## config.mk

```make
export PLATFORM = sky130hd
export DESIGN_NAME = lls_status_bank
export DESIGN_NICKNAME = d
export VERILOG_FILES = /design/src/lls_pkg.sv /design/src/lls_cof_flags.sv /design/src/lls_level_hold.sv /design/src/lls_status_bank.sv
export VERILOG_INCLUDE_DIRS = /design/src /design/src/src
export SDC_FILE = /design/constraint.sdc
export NUM_CORES = 1
export LEC_CHECK = 0
export ABC_AREA = 1
export BUFFER_PORTS_ARGS = -buffer_cell sky130_fd_sc_hd__buf_2
export CORE_AREA = 4 4 67 69
export CTS_BUF_LIST = sky130_fd_sc_hd__clkbuf_8
export DETAILED_ROUTE_END_ITERATION = 8
export DIE_AREA = 0 0 71 73
export PLACE_DENSITY = 0.64
export SYNTH_ARGS = -nofsm -noshare
export SYNTH_HDL_FRONTEND = slang
export SYNTH_SLANG_ARGS = --single-unit
```

## constraint.sdc

```tcl
create_clock -name core_clk -period 0.9 [get_ports core_clk]
set_input_delay 0.09 -clock core_clk [delete_from_list [all_inputs] [get_ports core_clk]]
set_output_delay 0.09 -clock core_clk [all_outputs]
set_load 0.1 [all_outputs]
```

## src/lls_params.svh

```systemverilog
/*
 * Constants of the level, switch-fault and selective-wake status bank.
 * Assumes nothing about its surroundings; it holds definitions only.
 */
`ifndef LLS_PARAMS_SVH
`define LLS_PARAMS_SVH

`define LLS_AW             7
`define LLS_DW             8
`define LLS_NUM_WK         3
`define LLS_NUM_GP         2
`define LLS_NUM_HS         4

`define LLS_ADDR_LVL       7'h48
`define LLS_ADDR_OVL       7'h54
`define LLS_ADDR_OPL       7'h55
`define LLS_ADDR_SWK       7'h70

`define LLS_DATA_RST       8'h00
`define LLS_FLAG_RST       4'h0
`define LLS_CAN_MODE_NOSWK 3'h4
`define LLS_CAN_SWK_BIT    2

`endif

```

## src/lls_pkg.sv

```systemverilog
/*
 * Types of the status bank: pin groups, event groups and register layouts.
 * Assumes lls_params.svh is on the include path.
 */
`include "lls_params.svh"

package lls_pkg;

  typedef enum logic [1:0] {gp_cfg_off, gp_cfg_wake, gp_cfg_low_side, gp_cfg_high_side} lls_gp_cfg_t;
  typedef enum logic [1:0] {sbc_init, sbc_normal, sbc_stop, sbc_sleep} lls_sbc_mode_t;
  typedef enum logic {swk_off, swk_active} lls_swk_state_t;

  typedef struct packed {
    logic [`LLS_NUM_WK-1:0] wk_lvl;
    logic [`LLS_NUM_WK-1:0] wk_cyclic;
    logic [`LLS_NUM_WK-1:0] wk_sample;
    logic [`LLS_NUM_GP-1:0] gp_lvl;
    lls_gp_cfg_t [`LLS_NUM_GP-1:0] gp_cfg;
    lls_sbc_mode_t          sbc_mode;
    logic                   mode_select_pin;
    logic                   pullup_detect;
  } lls_pins_t;

  typedef struct packed {
    logic       can_mode_wr;
    logic [2:0] can_mode;
    logic       config_valid;
    logic       cfg_error;
    logic       ecnt_overflow;
    logic       frame_ok;
    logic       silence_exceeded;
    logic       wup_det;
    logic       wuf_det;
  } lls_swk_evt_t;

  typedef struct packed {
    logic                   development_mode_flag;
    logic                   pullup_config_flag;
    logic [`LLS_NUM_GP-1:0] gp_level;
    logic                   rsv3;
    logic [`LLS_NUM_WK-1:0] wake_level;
  } lls_lvl_reg_t;

  typedef struct packed {
    logic [3:0]             rsv;
    logic [`LLS_NUM_HS-1:0] hs;
  } lls_flag_reg_t;

  typedef struct packed {
    logic       rsv7;
    logic       sync;
    logic [1:0] rsv5_4;
    logic       bus_silence_exceeded;
    logic       selective_wake_active;
    logic       wake_pattern_seen;
    logic       wake_frame_seen;
  } lls_swk_reg_t;

endpackage : lls_pkg

```

## src/lls_cof_flags.sv

```systemverilog
/*
 * Sticky clear-on-read flag group; a set in the clearing cycle wins.
 * Assumes set pulses and the clear strobe are synchronous to core_clk.
 */
`timescale 1ns/1ps
`default_nettype none
`include "lls_params.svh"

module lls_cof_flags
  import lls_pkg::*;
#(
  parameter int W = `LLS_NUM_HS
) (
  input  wire logic         core_clk,
  input  wire logic         reset,
  input  wire logic [W-1:0] set,
  input  wire logic         clr,
  output logic      [W-1:0] q
);

  logic [W-1:0] flag_r;
  logic [W-1:0] flag_nxt;

  // Restart leaves these untouched; reset clears them, and so does the clear strobe for bits with no set
  always_comb begin
    flag_nxt = (flag_r & ~{W{clr}}) | set;
  end

  always_ff @(posedge core_clk) begin
    if (reset) begin
      flag_r <= '0;
    end else begin
      flag_r <= flag_nxt;
    end
  end

  assign q = flag_r;
endmodule : lls_cof_flags

`default_nettype wire

```

## src/lls_level_hold.sv

```systemverilog
/*
 * Level holder: each bit takes its input only while its update enable is high.
 * Assumes inputs synchronous to core_clk.
 */
`timescale 1ns/1ps
`default_nettype none

module lls_level_hold
  import lls_pkg::*;
#(
  parameter int W = 1
) (
  input  wire logic         core_clk,
  input  wire logic         reset,
  input  wire logic [W-1:0] upd,
  input  wire logic [W-1:0] din,
  output logic      [W-1:0] q
);

  logic [W-1:0] lvl_r;
  logic [W-1:0] lvl_nxt;

  always_comb begin
    lvl_nxt = (lvl_r & ~upd) | (din & upd);
  end

  always_ff @(posedge core_clk) begin
    if (reset) begin
      lvl_r <= '0;
    end else begin
      lvl_r <= lvl_nxt;
    end
  end

  assign q = lvl_r;

endmodule : lls_level_hold

`default_nettype wire

```

## src/lls_status_bank.sv

```systemverilog
/*
 * Status bank: input levels, high-side fault flags and selective wake status,
 * read byte-wide at their register addresses through the serial core's read port.
 * Assumes the serial core gives a one-cycle read strobe with the address, and
 * that all pin levels and events are already synchronous to core_clk.
 */
`timescale 1ns/1ps
`default_nettype none
`include "lls_params.svh"

module lls_status_bank
  import lls_pkg::*;
(
  input  wire logic                  core_clk,
  input  wire logic                  reset,
  input  wire lls_pins_t             pins,
  input  wire logic [`LLS_NUM_HS-1:0] hs_overload,
  input  wire logic [`LLS_NUM_HS-1:0] hs_open_load,
  input  wire lls_swk_evt_t          swk_evt,
  input  wire logic                  selective_wake_system_error_clr,
  input  wire logic                  can_timeout_flag_clr,
  input  wire logic                  rd_en,
  input  wire logic [`LLS_AW-1:0]    rd_addr,
  output logic      [`LLS_DW-1:0]    rd_data,
  output logic                       rd_valid,
  output logic                       selective_wake_system_error,
  output logic                       can_timeout_flag,
  output logic                       selective_wake_active
);

  ////////////////////////////////////////////////////////////////////////////
  // Input levels

  logic [`LLS_NUM_WK-1:0] wk_upd;
  logic [`LLS_NUM_GP-1:0] gp_upd;
  logic [`LLS_NUM_WK-1:0] wk_q;
  logic [`LLS_NUM_GP-1:0] gp_q;
  logic                   dev_r;
  logic                   dev_nxt;
  logic                   pullup_r;
  logic                   pullup_nxt;
  logic                   gp_run_mode;

  always_comb begin
    // Static sense follows the pin; cyclic sense only on its sample
    wk_upd      = ~pins.wk_cyclic | pins.wk_sample;
    gp_run_mode = (pins.sbc_mode == sbc_normal) || (pins.sbc_mode == sbc_stop);
    for (int i = 0; i < `LLS_NUM_GP; i++) begin
      // No sample strobe here: general pins are never cyclic
      gp_upd[i] = gp_run_mode && (pins.gp_cfg[i] != gp_cfg_off);
    end
    dev_nxt    = pins.mode_select_pin;
    pullup_nxt = pins.pullup_detect;
  end

  always_ff @(posedge core_clk) begin
    if (reset) begin
      dev_r    <= 1'b0;
      pullup_r <= 1'b0;
    end else begin
      dev_r    <= dev_nxt;
      pullup_r <= pullup_nxt;
    end
  end

  lls_level_hold #(.W(`LLS_NUM_WK)) u_wk_hold (
    .core_clk (core_clk),
    .reset    (reset),
    .upd      (wk_upd),
    .din      (pins.wk_lvl),
    .q        (wk_q)
  );

  lls_level_hold #(.W(`LLS_NUM_GP)) u_gp_hold (
    .core_clk (core_clk),
    .reset    (reset),
    .upd      (gp_upd),
    .din      (pins.gp_lvl),
    .q        (gp_q)
  );

  ////////////////////////////////////////////////////////////////////////////
  // High-side fault flags

  logic                   ovl_clr;
  logic                   opl_clr;
  logic [`LLS_NUM_HS-1:0] ovl_q;
  logic [`LLS_NUM_HS-1:0] opl_q;

  assign ovl_clr = rd_en && (rd_addr == `LLS_ADDR_OVL);
  assign opl_clr = rd_en && (rd_addr == `LLS_ADDR_OPL);

  lls_cof_flags #(.W(`LLS_NUM_HS)) u_ovl_flags (
    .core_clk (core_clk),
    .reset    (reset),
    .set      (hs_overload),
    .clr      (ovl_clr),
    .q        (ovl_q)
  );

  lls_cof_flags #(.W(`LLS_NUM_HS)) u_opl_flags (
    .core_clk (core_clk),
    .reset    (reset),
    .set      (hs_open_load),
    .clr      (opl_clr),
    .q        (opl_q)
  );

  ////////////////////////////////////////////////////////////////////////////
  // Selective wake

  lls_swk_state_t swk_state_r;
  lls_swk_state_t swk_state_nxt;
  logic           swk_mode_bit;
  logic           swk_ok;
  logic           swk_start;
  logic           selective_wake_system_error_r;
  logic           selective_wake_system_error_nxt;
  logic           sync_r;
  logic           sync_nxt;
  logic           bus_silence_exceeded_r;
  logic           bus_silence_exceeded_nxt;
  logic           can_timeout_flag_r;
  logic           can_timeout_flag_nxt;
  logic           wup_r;
  logic           wup_nxt;
  logic           wuf_r;
  logic           wuf_nxt;

  always_comb begin
    swk_mode_bit  = swk_evt.can_mode[`LLS_CAN_SWK_BIT];
    swk_ok        = !selective_wake_system_error_r && swk_evt.config_valid && swk_mode_bit;
    swk_start     = swk_evt.can_mode_wr && (swk_evt.can_mode != `LLS_CAN_MODE_NOSWK);
    swk_state_nxt = swk_state_r;
    case (swk_state_r)
      swk_off: begin
        if (swk_start && swk_ok) begin
          swk_state_nxt = swk_active;
        end
      end
      swk_active: begin
        if (!swk_ok || (swk_evt.can_mode_wr && !swk_start)) begin
          swk_state_nxt = swk_off;
        end
      end
      default: begin
        swk_state_nxt = swk_off;
      end
    endcase
    // Error only tracked while wake mode bit is set; set beats clear
    selective_wake_system_error_nxt = (selective_wake_system_error_r && !selective_wake_system_error_clr) ||
                 (swk_mode_bit && (swk_evt.cfg_error || swk_evt.ecnt_overflow));
    sync_nxt   = (swk_state_r == swk_active) && (sync_r || swk_evt.frame_ok);
    bus_silence_exceeded_nxt = (swk_state_r == swk_active) && swk_evt.silence_exceeded;
    can_timeout_flag_nxt  = (can_timeout_flag_r && !can_timeout_flag_clr) || (swk_mode_bit && bus_silence_exceeded_r);
    // A fresh activation starts with clean detection bits
    wup_nxt    = (wup_r && !(swk_state_nxt == swk_active && swk_state_r == swk_off)) ||
                 swk_evt.wup_det;
    wuf_nxt    = (wuf_r && !(swk_state_nxt == swk_active && swk_state_r == swk_off)) ||
                 swk_evt.wuf_det;
  end

  always_ff @(posedge core_clk) begin
    if (reset) begin
      swk_state_r <= swk_off;
      selective_wake_system_error_r    <= 1'b0;
      sync_r      <= 1'b0;
      bus_silence_exceeded_r    <= 1'b0;
      can_timeout_flag_r     <= 1'b0;
      wup_r       <= 1'b0;
      wuf_r       <= 1'b0;
    end else begin
      swk_state_r <= swk_state_nxt;
      selective_wake_system_error_r    <= selective_wake_system_error_nxt;
      sync_r      <= sync_nxt;
      bus_silence_exceeded_r    <= bus_silence_exceeded_nxt;
      can_timeout_flag_r     <= can_timeout_flag_nxt;
      wup_r       <= wup_nxt;
      wuf_r       <= wuf_nxt;
    end
  end

  assign selective_wake_system_error = selective_wake_system_error_r;
  assign can_timeout_flag            = can_timeout_flag_r;
  assign selective_wake_active       = (swk_state_r == swk_active);

  ////////////////////////////////////////////////////////////////////////////
  // Read port

  lls_lvl_reg_t             lvl_view;
  lls_flag_reg_t            ovl_view;
  lls_flag_reg_t            opl_view;
  lls_swk_reg_t             swk_view;
  logic [`LLS_DW-1:0]       rd_data_r;
  logic [`LLS_DW-1:0]       rd_data_nxt;
  logic                     rd_valid_r;

  always_comb begin
    lvl_view = '{development_mode_flag: dev_r, pullup_config_flag: pullup_r,
                 gp_level: gp_q, rsv3: 1'b0, wake_level: wk_q};
    ovl_view = '{rsv: `LLS_FLAG_RST, hs: ovl_q};
    opl_view = '{rsv: `LLS_FLAG_RST, hs: opl_q};
    swk_view = '{rsv7: 1'b0, sync: sync_r, rsv5_4: 2'h0, bus_silence_exceeded: bus_silence_exceeded_r,
                 selective_wake_active: (swk_state_r == swk_active),
                 wake_pattern_seen: wup_r, wake_frame_seen: wuf_r};
    rd_data_nxt = rd_data_r;
    if (rd_en) begin
      case (rd_addr)
        `LLS_ADDR_LVL: rd_data_nxt = lvl_view;
        `LLS_ADDR_OVL: rd_data_nxt = ovl_view;
        `LLS_ADDR_OPL: rd_data_nxt = opl_view;
        `LLS_ADDR_SWK: rd_data_nxt = swk_view;
        default:       rd_data_nxt = `LLS_DATA_RST;
      endcase
    end
  end

  always_ff @(posedge core_clk) begin
    if (reset) begin
      rd_data_r  <= `LLS_DATA_RST;
      rd_valid_r <= 1'b0;
    end else begin
      rd_data_r  <= rd_data_nxt;
      rd_valid_r <= rd_en;
    end
  end

  assign rd_data  = rd_data_r;
  assign rd_valid = rd_valid_r;
endmodule : lls_status_bank

`default_nettype wire
```

=== Yosys cells after proc, flatten, opt, wreduce, memory -nomap -nowiden ===
Cells that the tools add are included.

* Eq/ne operators: 7
* Mux-type cells: 4
* Bitwise logic cells: 17
* Reductions and logical operators: 34

{| class="wikitable"
|+ Operators with widths
! operator !! count
|-
| case mux 8 bit (4 select lines) || 1
|-
| equality test 7 bit (second input constant) || 4
|-
| logical AND 1 bit || 18
|-
| bitwise AND 4 bit || 2
|-
| logical OR 1 bit || 8
|-
| NOT 4 bit || 2
|-
| OR 4 bit || 2
|-
| bitwise AND 3 bit || 2
|-
| logical NOT 1 bit || 6
|-
| NOT 3 bit || 2
|-
| OR 3 bit || 2
|-
| bitwise AND 2 bit || 2
|-
| nonzero test 2 bit || 2
|-
| != test 3 bit (second input constant) || 1
|-
| equality test 2 x 1 -> 1 bit (second input constant) || 1
|-
| equality test 2 bit (second input constant) || 1
|-
| two-way mux 1 bit || 2
|-
| NOT 2 bit || 1
|-
| OR 2 bit || 1
|-
| case mux 1 bit (2 select lines) || 1
|-
| NOT 1 bit || 1
|}

* Flip-flop bits (word level): 31
* Input bits: 50
* Output and inout bits: 12
* Word-level logic and storage cells: 77

=== Depth between registers and ports, before layout ===
Gate-level depths: netlist of the first run.

* Depth in word-level cells: 11
* Depth in mapped cells: 8

=== Hierarchy ===
From an unflattened synthesis of the first run, not the netlist that was laid out.

* Cell total of the unflattened synthesis: 199
* Area total of the unflattened synthesis: 1,381.3 µm²

{| class="wikitable"
|+ By module, submodules not included
! module !! instances !! cells an instance !! area an instance (µm²) !! seq. area each (µm²)
|-
| lls_status_bank || 1 || 133 || 899.6 || 360.3
|-
| lls_cof_flags || 2 || 17 || 133.9 || 80.1
|-
| lls_level_hold at u_wk_hold || 1 || 19 || 127.6 || 60.1
|-
| lls_level_hold at u_gp_hold || 1 || 13 || 86.3 || 40.0
|}

=== Worst setup path after synthesis of the first run ===
OpenSTA, ideal clock, no wires.

* Path type: register -> register
* Start point: reg swk_state_r (netlist: selective_wake_active)
* End point: reg rd_data_r[2] (netlist: rd_data[2])
* Setup time: 0.070 ns
* Arrival: 1.397 ns
* Required time: 0.830 ns
* Slack: -0.567 ns
* Cell stages (with the launch flop): 5
* Buffers on the path: 0
* Period minus slack after synthesis: 1.467 ns
* Cells stage by stage: dfxtp_1 > nand4_1 > nand2_1 > o21ai_1 > a21oi_1

* Longest elaborated chain between the ends: 1

{| class="wikitable"
|+ RTL lines
! element !! line !! text
|-
| start: declaration || lls_status_bank.sv:112 || <nowiki>lls_swk_state_t swk_state_r;</nowiki>
|-
| start signal: assignment || lls_status_bank.sv:165 || <nowiki>swk_state_r <= swk_off;</nowiki>
|-
| start signal: assignment || lls_status_bank.sv:173 || <nowiki>swk_state_r <= swk_state_nxt;</nowiki>
|-
| case mux 8 bit (4 select lines) || lls_status_bank.sv:208 || <nowiki>case (rd_addr)</nowiki>
|-
| end signal: assignment || lls_status_bank.sv:220 || <nowiki>rd_data_r <= `LLS_DATA_RST;</nowiki>
|-
| end signal: assignment || lls_status_bank.sv:223 || <nowiki>rd_data_r <= rd_data_nxt;</nowiki>
|-
| end: declaration || lls_status_bank.sv:194 || <nowiki>logic [`LLS_DW-1:0] rd_data_r;</nowiki>
|}

No other way between the ends.
A chain may end at the register's enable or synchronous reset.

=== Final worst setup path of the first run ===
* Start point: reg swk_state_r (netlist: selective_wake_active)
* End point: out selective_wake_active

{| class="wikitable"
|+ RTL lines
! element !! line !! text
|-
| end: declaration || lls_status_bank.sv:28 || <nowiki>output logic selective_wake_active</nowiki>
|}

No word-level cell between the ends.

==> results of run 1 <==
layout make-up:
cell class,count,area [µm²],area share (%)
inverter,17,63.8,3.05
multi-input combinational,134,651,31.1
sequential,31,661,31.6
clock buffer,5,68.8,3.29
timing repair buffer,70,573,27.4
tap,50,62.6,2.99
clock inverter,3,11.3,0.539
per-stage QoR:
| stage | setup TNS, ns | setup slack, ns | util (%) | hold WS, ns |
|---|---|---|---|---|
| final | -0.311 | -0.0874 | 53.4 | 0.00955 |
| after global routing | -0.547 | -0.121 | 53.4 | 0.0185 |
| after CTS | -0.300 | -0.0823 | 52.4 | 0.00753 |
| after detailed placement | -1.82 | -0.163 | 50.0 | 0.299 |
| after global placement | -1.42 | -0.130 | 50.0 | 0.298 |
| after floorplan | -0.158 | -0.0598 | - | 0.197 |
power by group:
part	total [mW]	leakage, nW	switching [mW]	internal, mW
combinational	0.500	0.664	0.283	0.217
sequential	1.46	0.264	0.0436	1.42
clock	0.979	0.0519	0.466	0.513
total	2.94	0.980	0.793	2.15
metal layers:
| metal | vias up | share of wire [%] | global-route usage, % |
|---|---|---|---|
| li1 | 760 | - | - |
| met1 | 605 | 44 | 15.2 |
| met2 | 46 | 45 | 21.6 |
| met3 | 8 | 8.9 | 4.68 |
| met4 | 0 | 2.0 | 6.26 |
| met5 | - | 0 | 0 |
worst max-delay path, cell delays in order (launching register included):
cell     delay [ns]
dfxtp_4        0.35
buf_6          0.12
buf_12         0.15
timing repair:
action,in CTS,in global routing
endpoints found under the setup margin,6,17
endpoints found under the hold margin,0,0
buffers inserted,1,2
pin swaps,1,4
gates resized for setup,2,6
Yosys cell counts:
cell	instances	share of area (%)
nor3_1	6	2.3
nor2_2	2	0.94
a21oi_2	1	0.66
nand2_1	41	12
dfxtp_1	31	47
buf_2	2	0.75
o21ai_0	7	2.6
buf_4	1	0.57
inv_1	17	4.8
o21ai_1	3	1.1
nor2_4	2	1.7
clkbuf_1	1	0.28
xnor2_1	1	0.66
nand4_1	6	2.8
and3_1	1	0.47
nor4_1	1	0.47
a21oi_1	24	9.1
nand2_2	1	0.47
nor2_1	26	7.4
nand3_1	12	4.5
path summary, 6_finish.rpt:
path	cells after the start	end	startpoint	slack [ns]
min reg2reg	2	rd_data[7]	dev_r	0.44
max	2	selective_wake_active	selective_wake_active	-0.09
max reg2reg	5	wuf_r	selective_wake_active	-0.07
min	3	pullup_r	pins[0]	0.01
cell families after synthesis:
kind of cell    after synthesis  share of synthesized area (%)
xor+xnor                      1                          0.660
buf+inv                      21                           6.41
simple gates                 98                           32.6
compound gates               35                           13.5
flops                        31                           46.8
==> results.ini, run 1 <==
[run_status]
outcome=complete, but fails checks
violations=negative setup slack

[setup_path]
arrival_ns=0.90
path_class=reg2out
path_max_fanout=2
end_kind=output pin
startpoint_type=flop
required_ns=0.81

[sta]
fin_crit_sh_pct=110
finalCriticalPeriod_ns=0.987
slew_violations=0
setup_viol=5
max_freq_mhz=1010
finClkSkew_ns=0.00291
tightest_slew_ns=0.312
rsz0062_at_grt=true
worst_slack_ns=-0.0874
finalHoldViolations=0
relSlewSlack_pct=79.1

[grt]
grt_pass1_wl_um=5440
grt_overflow_total=0
grt_pass1_vias=1350
grt_max_degree=15
grt_usage_pct=13.1
antenna_found_initial=0

[detailed_routing]
via_per_inst=4.58
dr.pass1.iters=4
wl_um=3340
drc=0
vias=1419
wl_per_cell_um=10.8
drtIter0Drc=55
postRouteAntennaNets=0

[die]
dieHeight_um=73
initial_core_util_pct=33.9
core_mm2=0.00391
io_pins=62
fp.dieW_um=71
num_rows=23
dieArea_mm2=0.00518

[clocking]
cts_buffer_depth=2
clock-sinks=31
cts_tree=yes
root_buffer=clkbuf_8
htree_levels=2
worst_setup_hold_path_clk_slew_ns=0.06
clock_latency_ns=0.28
numCtsBuffers=5
hold_buffers=0

[placement]
dp_cells=299
portBuffers=61
dpl_cell_area_mm2=0.00196
dp_hpwl_um=2660
gp_congestion=0.839

[final_layout]
layout-drive-gt1-share_pct=38.5
nFillCells=397
final_cell_mix=buf_2 (49), nand2_1 (41), nor2_1 (26), a21oi_1 (22), inv_1 (20)
syn_to_final_growth_pct=57.6
final_common_cell=buf_2
antenna_cells=0
fin_nets=309
finalNonFillerCells=310
post-route-cell-area_mm2=0.00209

[pwr]
peakVddDrop_uv=710
p_per_area_mw_per_mm2=1410
p_leak_nw=0.980
power_mw=2.94

[synthesis]
synth.distinct_cells=20
ys_warn_count=0
synthCells=186
synth_seq_cells=31
synth_seq_area_share_pct=46.8
postSynthAreaPerCell_um2=7.13
synth_nets=236
syn-cell-area_mm2=0.00133

[run]
cap_violations=0

[worst_hold_path]
hp-class=in2reg

(Power assumes the default switching activity.)
==> inputs of run 2 (changes only) <==
--- a/config.mk
+++ b/config.mk
@@ -8,11 +8,12 @@
 export LEC_CHECK = 0
 export ABC_AREA = 1
 export BUFFER_PORTS_ARGS = -buffer_cell sky130_fd_sc_hd__buf_2
-export CORE_AREA = 4 4 67 69
+export CORE_AREA = 4 4 68 70
 export CTS_BUF_LIST = sky130_fd_sc_hd__clkbuf_8
 export DETAILED_ROUTE_END_ITERATION = 8
-export DIE_AREA = 0 0 71 73
+export DIE_AREA = 0 0 72 74
 export PLACE_DENSITY = 0.64
 export SYNTH_ARGS = -nofsm -noshare
 export SYNTH_HDL_FRONTEND = slang
+export SYNTH_HIERARCHICAL = 1
 export SYNTH_SLANG_ARGS = --single-unit
==> results.ini, run 2 <==
[detailed_routing]
wl_um=3160  ; -5.6%
vias=1395  ; -1.7%
via_per_inst=4.32  ; -5.6%
dr.pass1.iters=4  ; unchanged
wl_per_cell_um=9.77  ; -9.4%
drc=0  ; unchanged
drtIter0Drc=25  ; -55%
postRouteAntennaNets=0  ; unchanged

[placement]
dp_cells=314  ; +5.0%
place_ws_ns=-0.138  ; +0.0249 ns
dpl_cell_area_mm2=0.00201  ; +3.0%
dp_hpwl_um=2600  ; -2.2%
gp_congestion=0.832  ; -0.94%
portBuffers=61  ; unchanged

[setup_path]
arrival_ns=0.89  ; about the same
path_class=reg2out
slowest_delay_ns=0.35  ; about the same
path_max_fanout=3  ; +1
crit_chain=buf_6, buf_12
end_kind=output pin
required_ns=0.81  ; about the same
crit_slowest_cell=dfxtp_4
startpoint_type=flop

[synthesis]
synthTopCellsByArea=dfxtp_1 (45%), nand2_1 (13%), a21oi_1 (7.6%)
synth.top_cells.by_count=nand2_1 (49), dfxtp_1 (31), inv_1 (25)
synth.distinct_cells=21  ; +5.0%
synth_top_area_share_pct=44.9  ; -1.9 points
postSynthAreaPerCell_um2=6.94  ; -2.7%
ys_warn_count=6  ; +6
synth-edff-count=0  ; unchanged
synth_nets=249  ; +5.5%
synth_ff_type=dfxtp_1
synth_seq_cells=31  ; unchanged
yosys.area.top_type=dfxtp_1
synthCells=199  ; +7.0%
syn-cell-area_mm2=0.00138  ; +4.2%
synth_seq_area_share_pct=44.9  ; -1.9 points
yosysMostFrequentCell=nand2_1
async_flop_share_pct=0  ; unchanged

[sta]
relSlewSlack_pct=77.0  ; -2.1 points
rsz0062_at_grt=true
finalCriticalPeriod_ns=0.980  ; -0.00754 ns
tightest_slew_ns=0.345  ; +0.0332 ns
finClkSkew_ns=0.00280  ; -0.000110 ns
hold_ws_ns=0.0239  ; +0.0144 ns
slew_violations=0  ; unchanged
setup_tns_ns=-0.114  ; +0.197 ns
max_freq_mhz=1020  ; +0.77%
fin_crit_sh_pct=109  ; -0.84 points
worst_slack_ns=-0.0798  ; +0.00754 ns
finalHoldViolations=0  ; unchanged
setup_viol=2  ; -3

[pwr]
p_leak_nw=1.07  ; +9.5%
switching_share_pct=26.9  ; -0.062 points
clkPwrFrac_pct=33.1  ; -0.2 points
p_per_area_mw_per_mm2=1400  ; -0.86%
p_seq_share_pct=49.7  ; about the same
peakVddDrop_uv=836  ; +18%
power.share.combinational_pct=17.2  ; +0.2 points
p_int_mw=2.16  ; +0.29%
power.net_switching_mw=0.792  ; about the same
power_mw=2.95  ; +0.20%

[die]
fp.dieW_um=72  ; +1.4%
initial_core_util_pct=34.8  ; +0.90 points
dieArea_mm2=0.00533  ; +2.8%
dieHeight_um=74  ; +1.4%
core_mm2=0.00397  ; +1.5%
io_pins=62  ; unchanged
num_rows=23  ; unchanged

[run]
cap_violations=0  ; unchanged

[clocking]
hold_buffers=0  ; unchanged
htree_levels=2  ; unchanged
cts_buffer_depth=2  ; unchanged
clock_latency_ns=0.27  ; about the same
clock-sinks=31  ; unchanged
root_buffer=clkbuf_8
cts_tree=yes
numCtsBuffers=5  ; unchanged
worst_setup_hold_path_clk_slew_ns=0.06  ; about the same

[final_layout]
final_cell_mix=buf_2 (49), nand2_1 (48), inv_1 (26), a21oi_1 (21)
final_common_cell=buf_2
fin_nets=322  ; +4.2%
post-route-cell-area_mm2=0.00211  ; +1.1%
syn_to_final_growth_pct=53.0
utilization_pct=53.2  ; -0.21 points
finalNonFillerCells=323  ; +4.2%
antenna_cells=0  ; unchanged
layout-drive-gt1-share_pct=40.7  ; +2.2 points

[grt]
grt_pass1_vias=1262  ; -6.5%
grt_overflow_total=0  ; unchanged
antenna_found_initial=0  ; unchanged
grt_usage_pct=12.5  ; -0.68 points
grt_max_degree=17  ; +2
grt_pass1_wl_um=5220  ; -4.2%

[worst_hold_path]
hp-class=in2reg

[run_status]
outcome=complete, but fails checks
violations=negative setup slack

-- run 2: changes by cell type in the layout (fill, tap and decap cells not counted), moves of 2 or more --
cell	previous run	this run
a21oi_2	3	1
nand4_1	6	0
inv_1	20	26
nor2_1	26	19
o21ai_0	7	5
nand2_2	1	4
nor3_1	4	0
nand3_1	11	16
nor2_2	2	7
clkinv_1	0	2
o21ai_1	1	3
nand2_1	41	48
inv_2	0	8
o21ai_2	2	0
-- run 2: routing by layer --
metal  track usage, %  wire (µm)
met1             15.1       1390
met2             20.3       1440
met3             4.05        288
met4             5.64         38
met5                0          0
-- run 2: final timing paths --
path | from | endpoint | slack [ns] | cells after the start
max | selective_wake_system_error | selective_wake_system_error | -0.08 | 2
min | swk_evt[1] | wup_r | 0.02 | 3
max reg2reg | selective_wake_system_error | wuf_r | 0.02 | 4
min reg2reg | dev_r | rd_data[7] | 0.44 | 2
-- run 2: repair_timing --
action                                  CTS  global route
pin swaps                                 0             4
buffers inserted                          1             0
gates resized for setup                   1             2
endpoints found under the setup margin    6            15
-- run 2: final cells by class --
cell class,count,area (µm²)
Inverter,33,124
Fill cell,395,1860
Timing Repair Buffer,69,549
Sequential cell,31,661
Clock inverter,3,11.3
Clock buffer,5,68.8
Multi-Input combinational cell,132,637
Tap cell,50,62.6
-- run 2: power groups by stage --
stage / combinational (mW) / sequential [mW] / clock (mW)
6_report: 0.508 / 1.47 / 0.976
5_1_grt: 0.566 / 1.47 / 1.07
3_3_place_gp: 0.504 / 1.50 / 0
4_1_cts: 0.513 / 1.47 / 0.998
3_5_place_dp: 0.510 / 1.50 / 0
2_1_floorplan: 0.186 / 1.58 / 0
-- run 2: kinds of logic after synthesis --
logic type / count (synthesis) / synth area share [%]
AOI/OAI and AO/OA: 30 / 11.1
xor gates and xnor gates: 1 / 0.634
buffers and inverters: 36 / 9.87
DFF: 31 / 44.9
and+or+nand+nor: 101 / 33.4
-- run 2: critical path: cells and delay by family (launching register included) --
kind / cells / cell delay (ns)
buffers and inverters: 2 / 0.26
DFF: 1 / 0.35
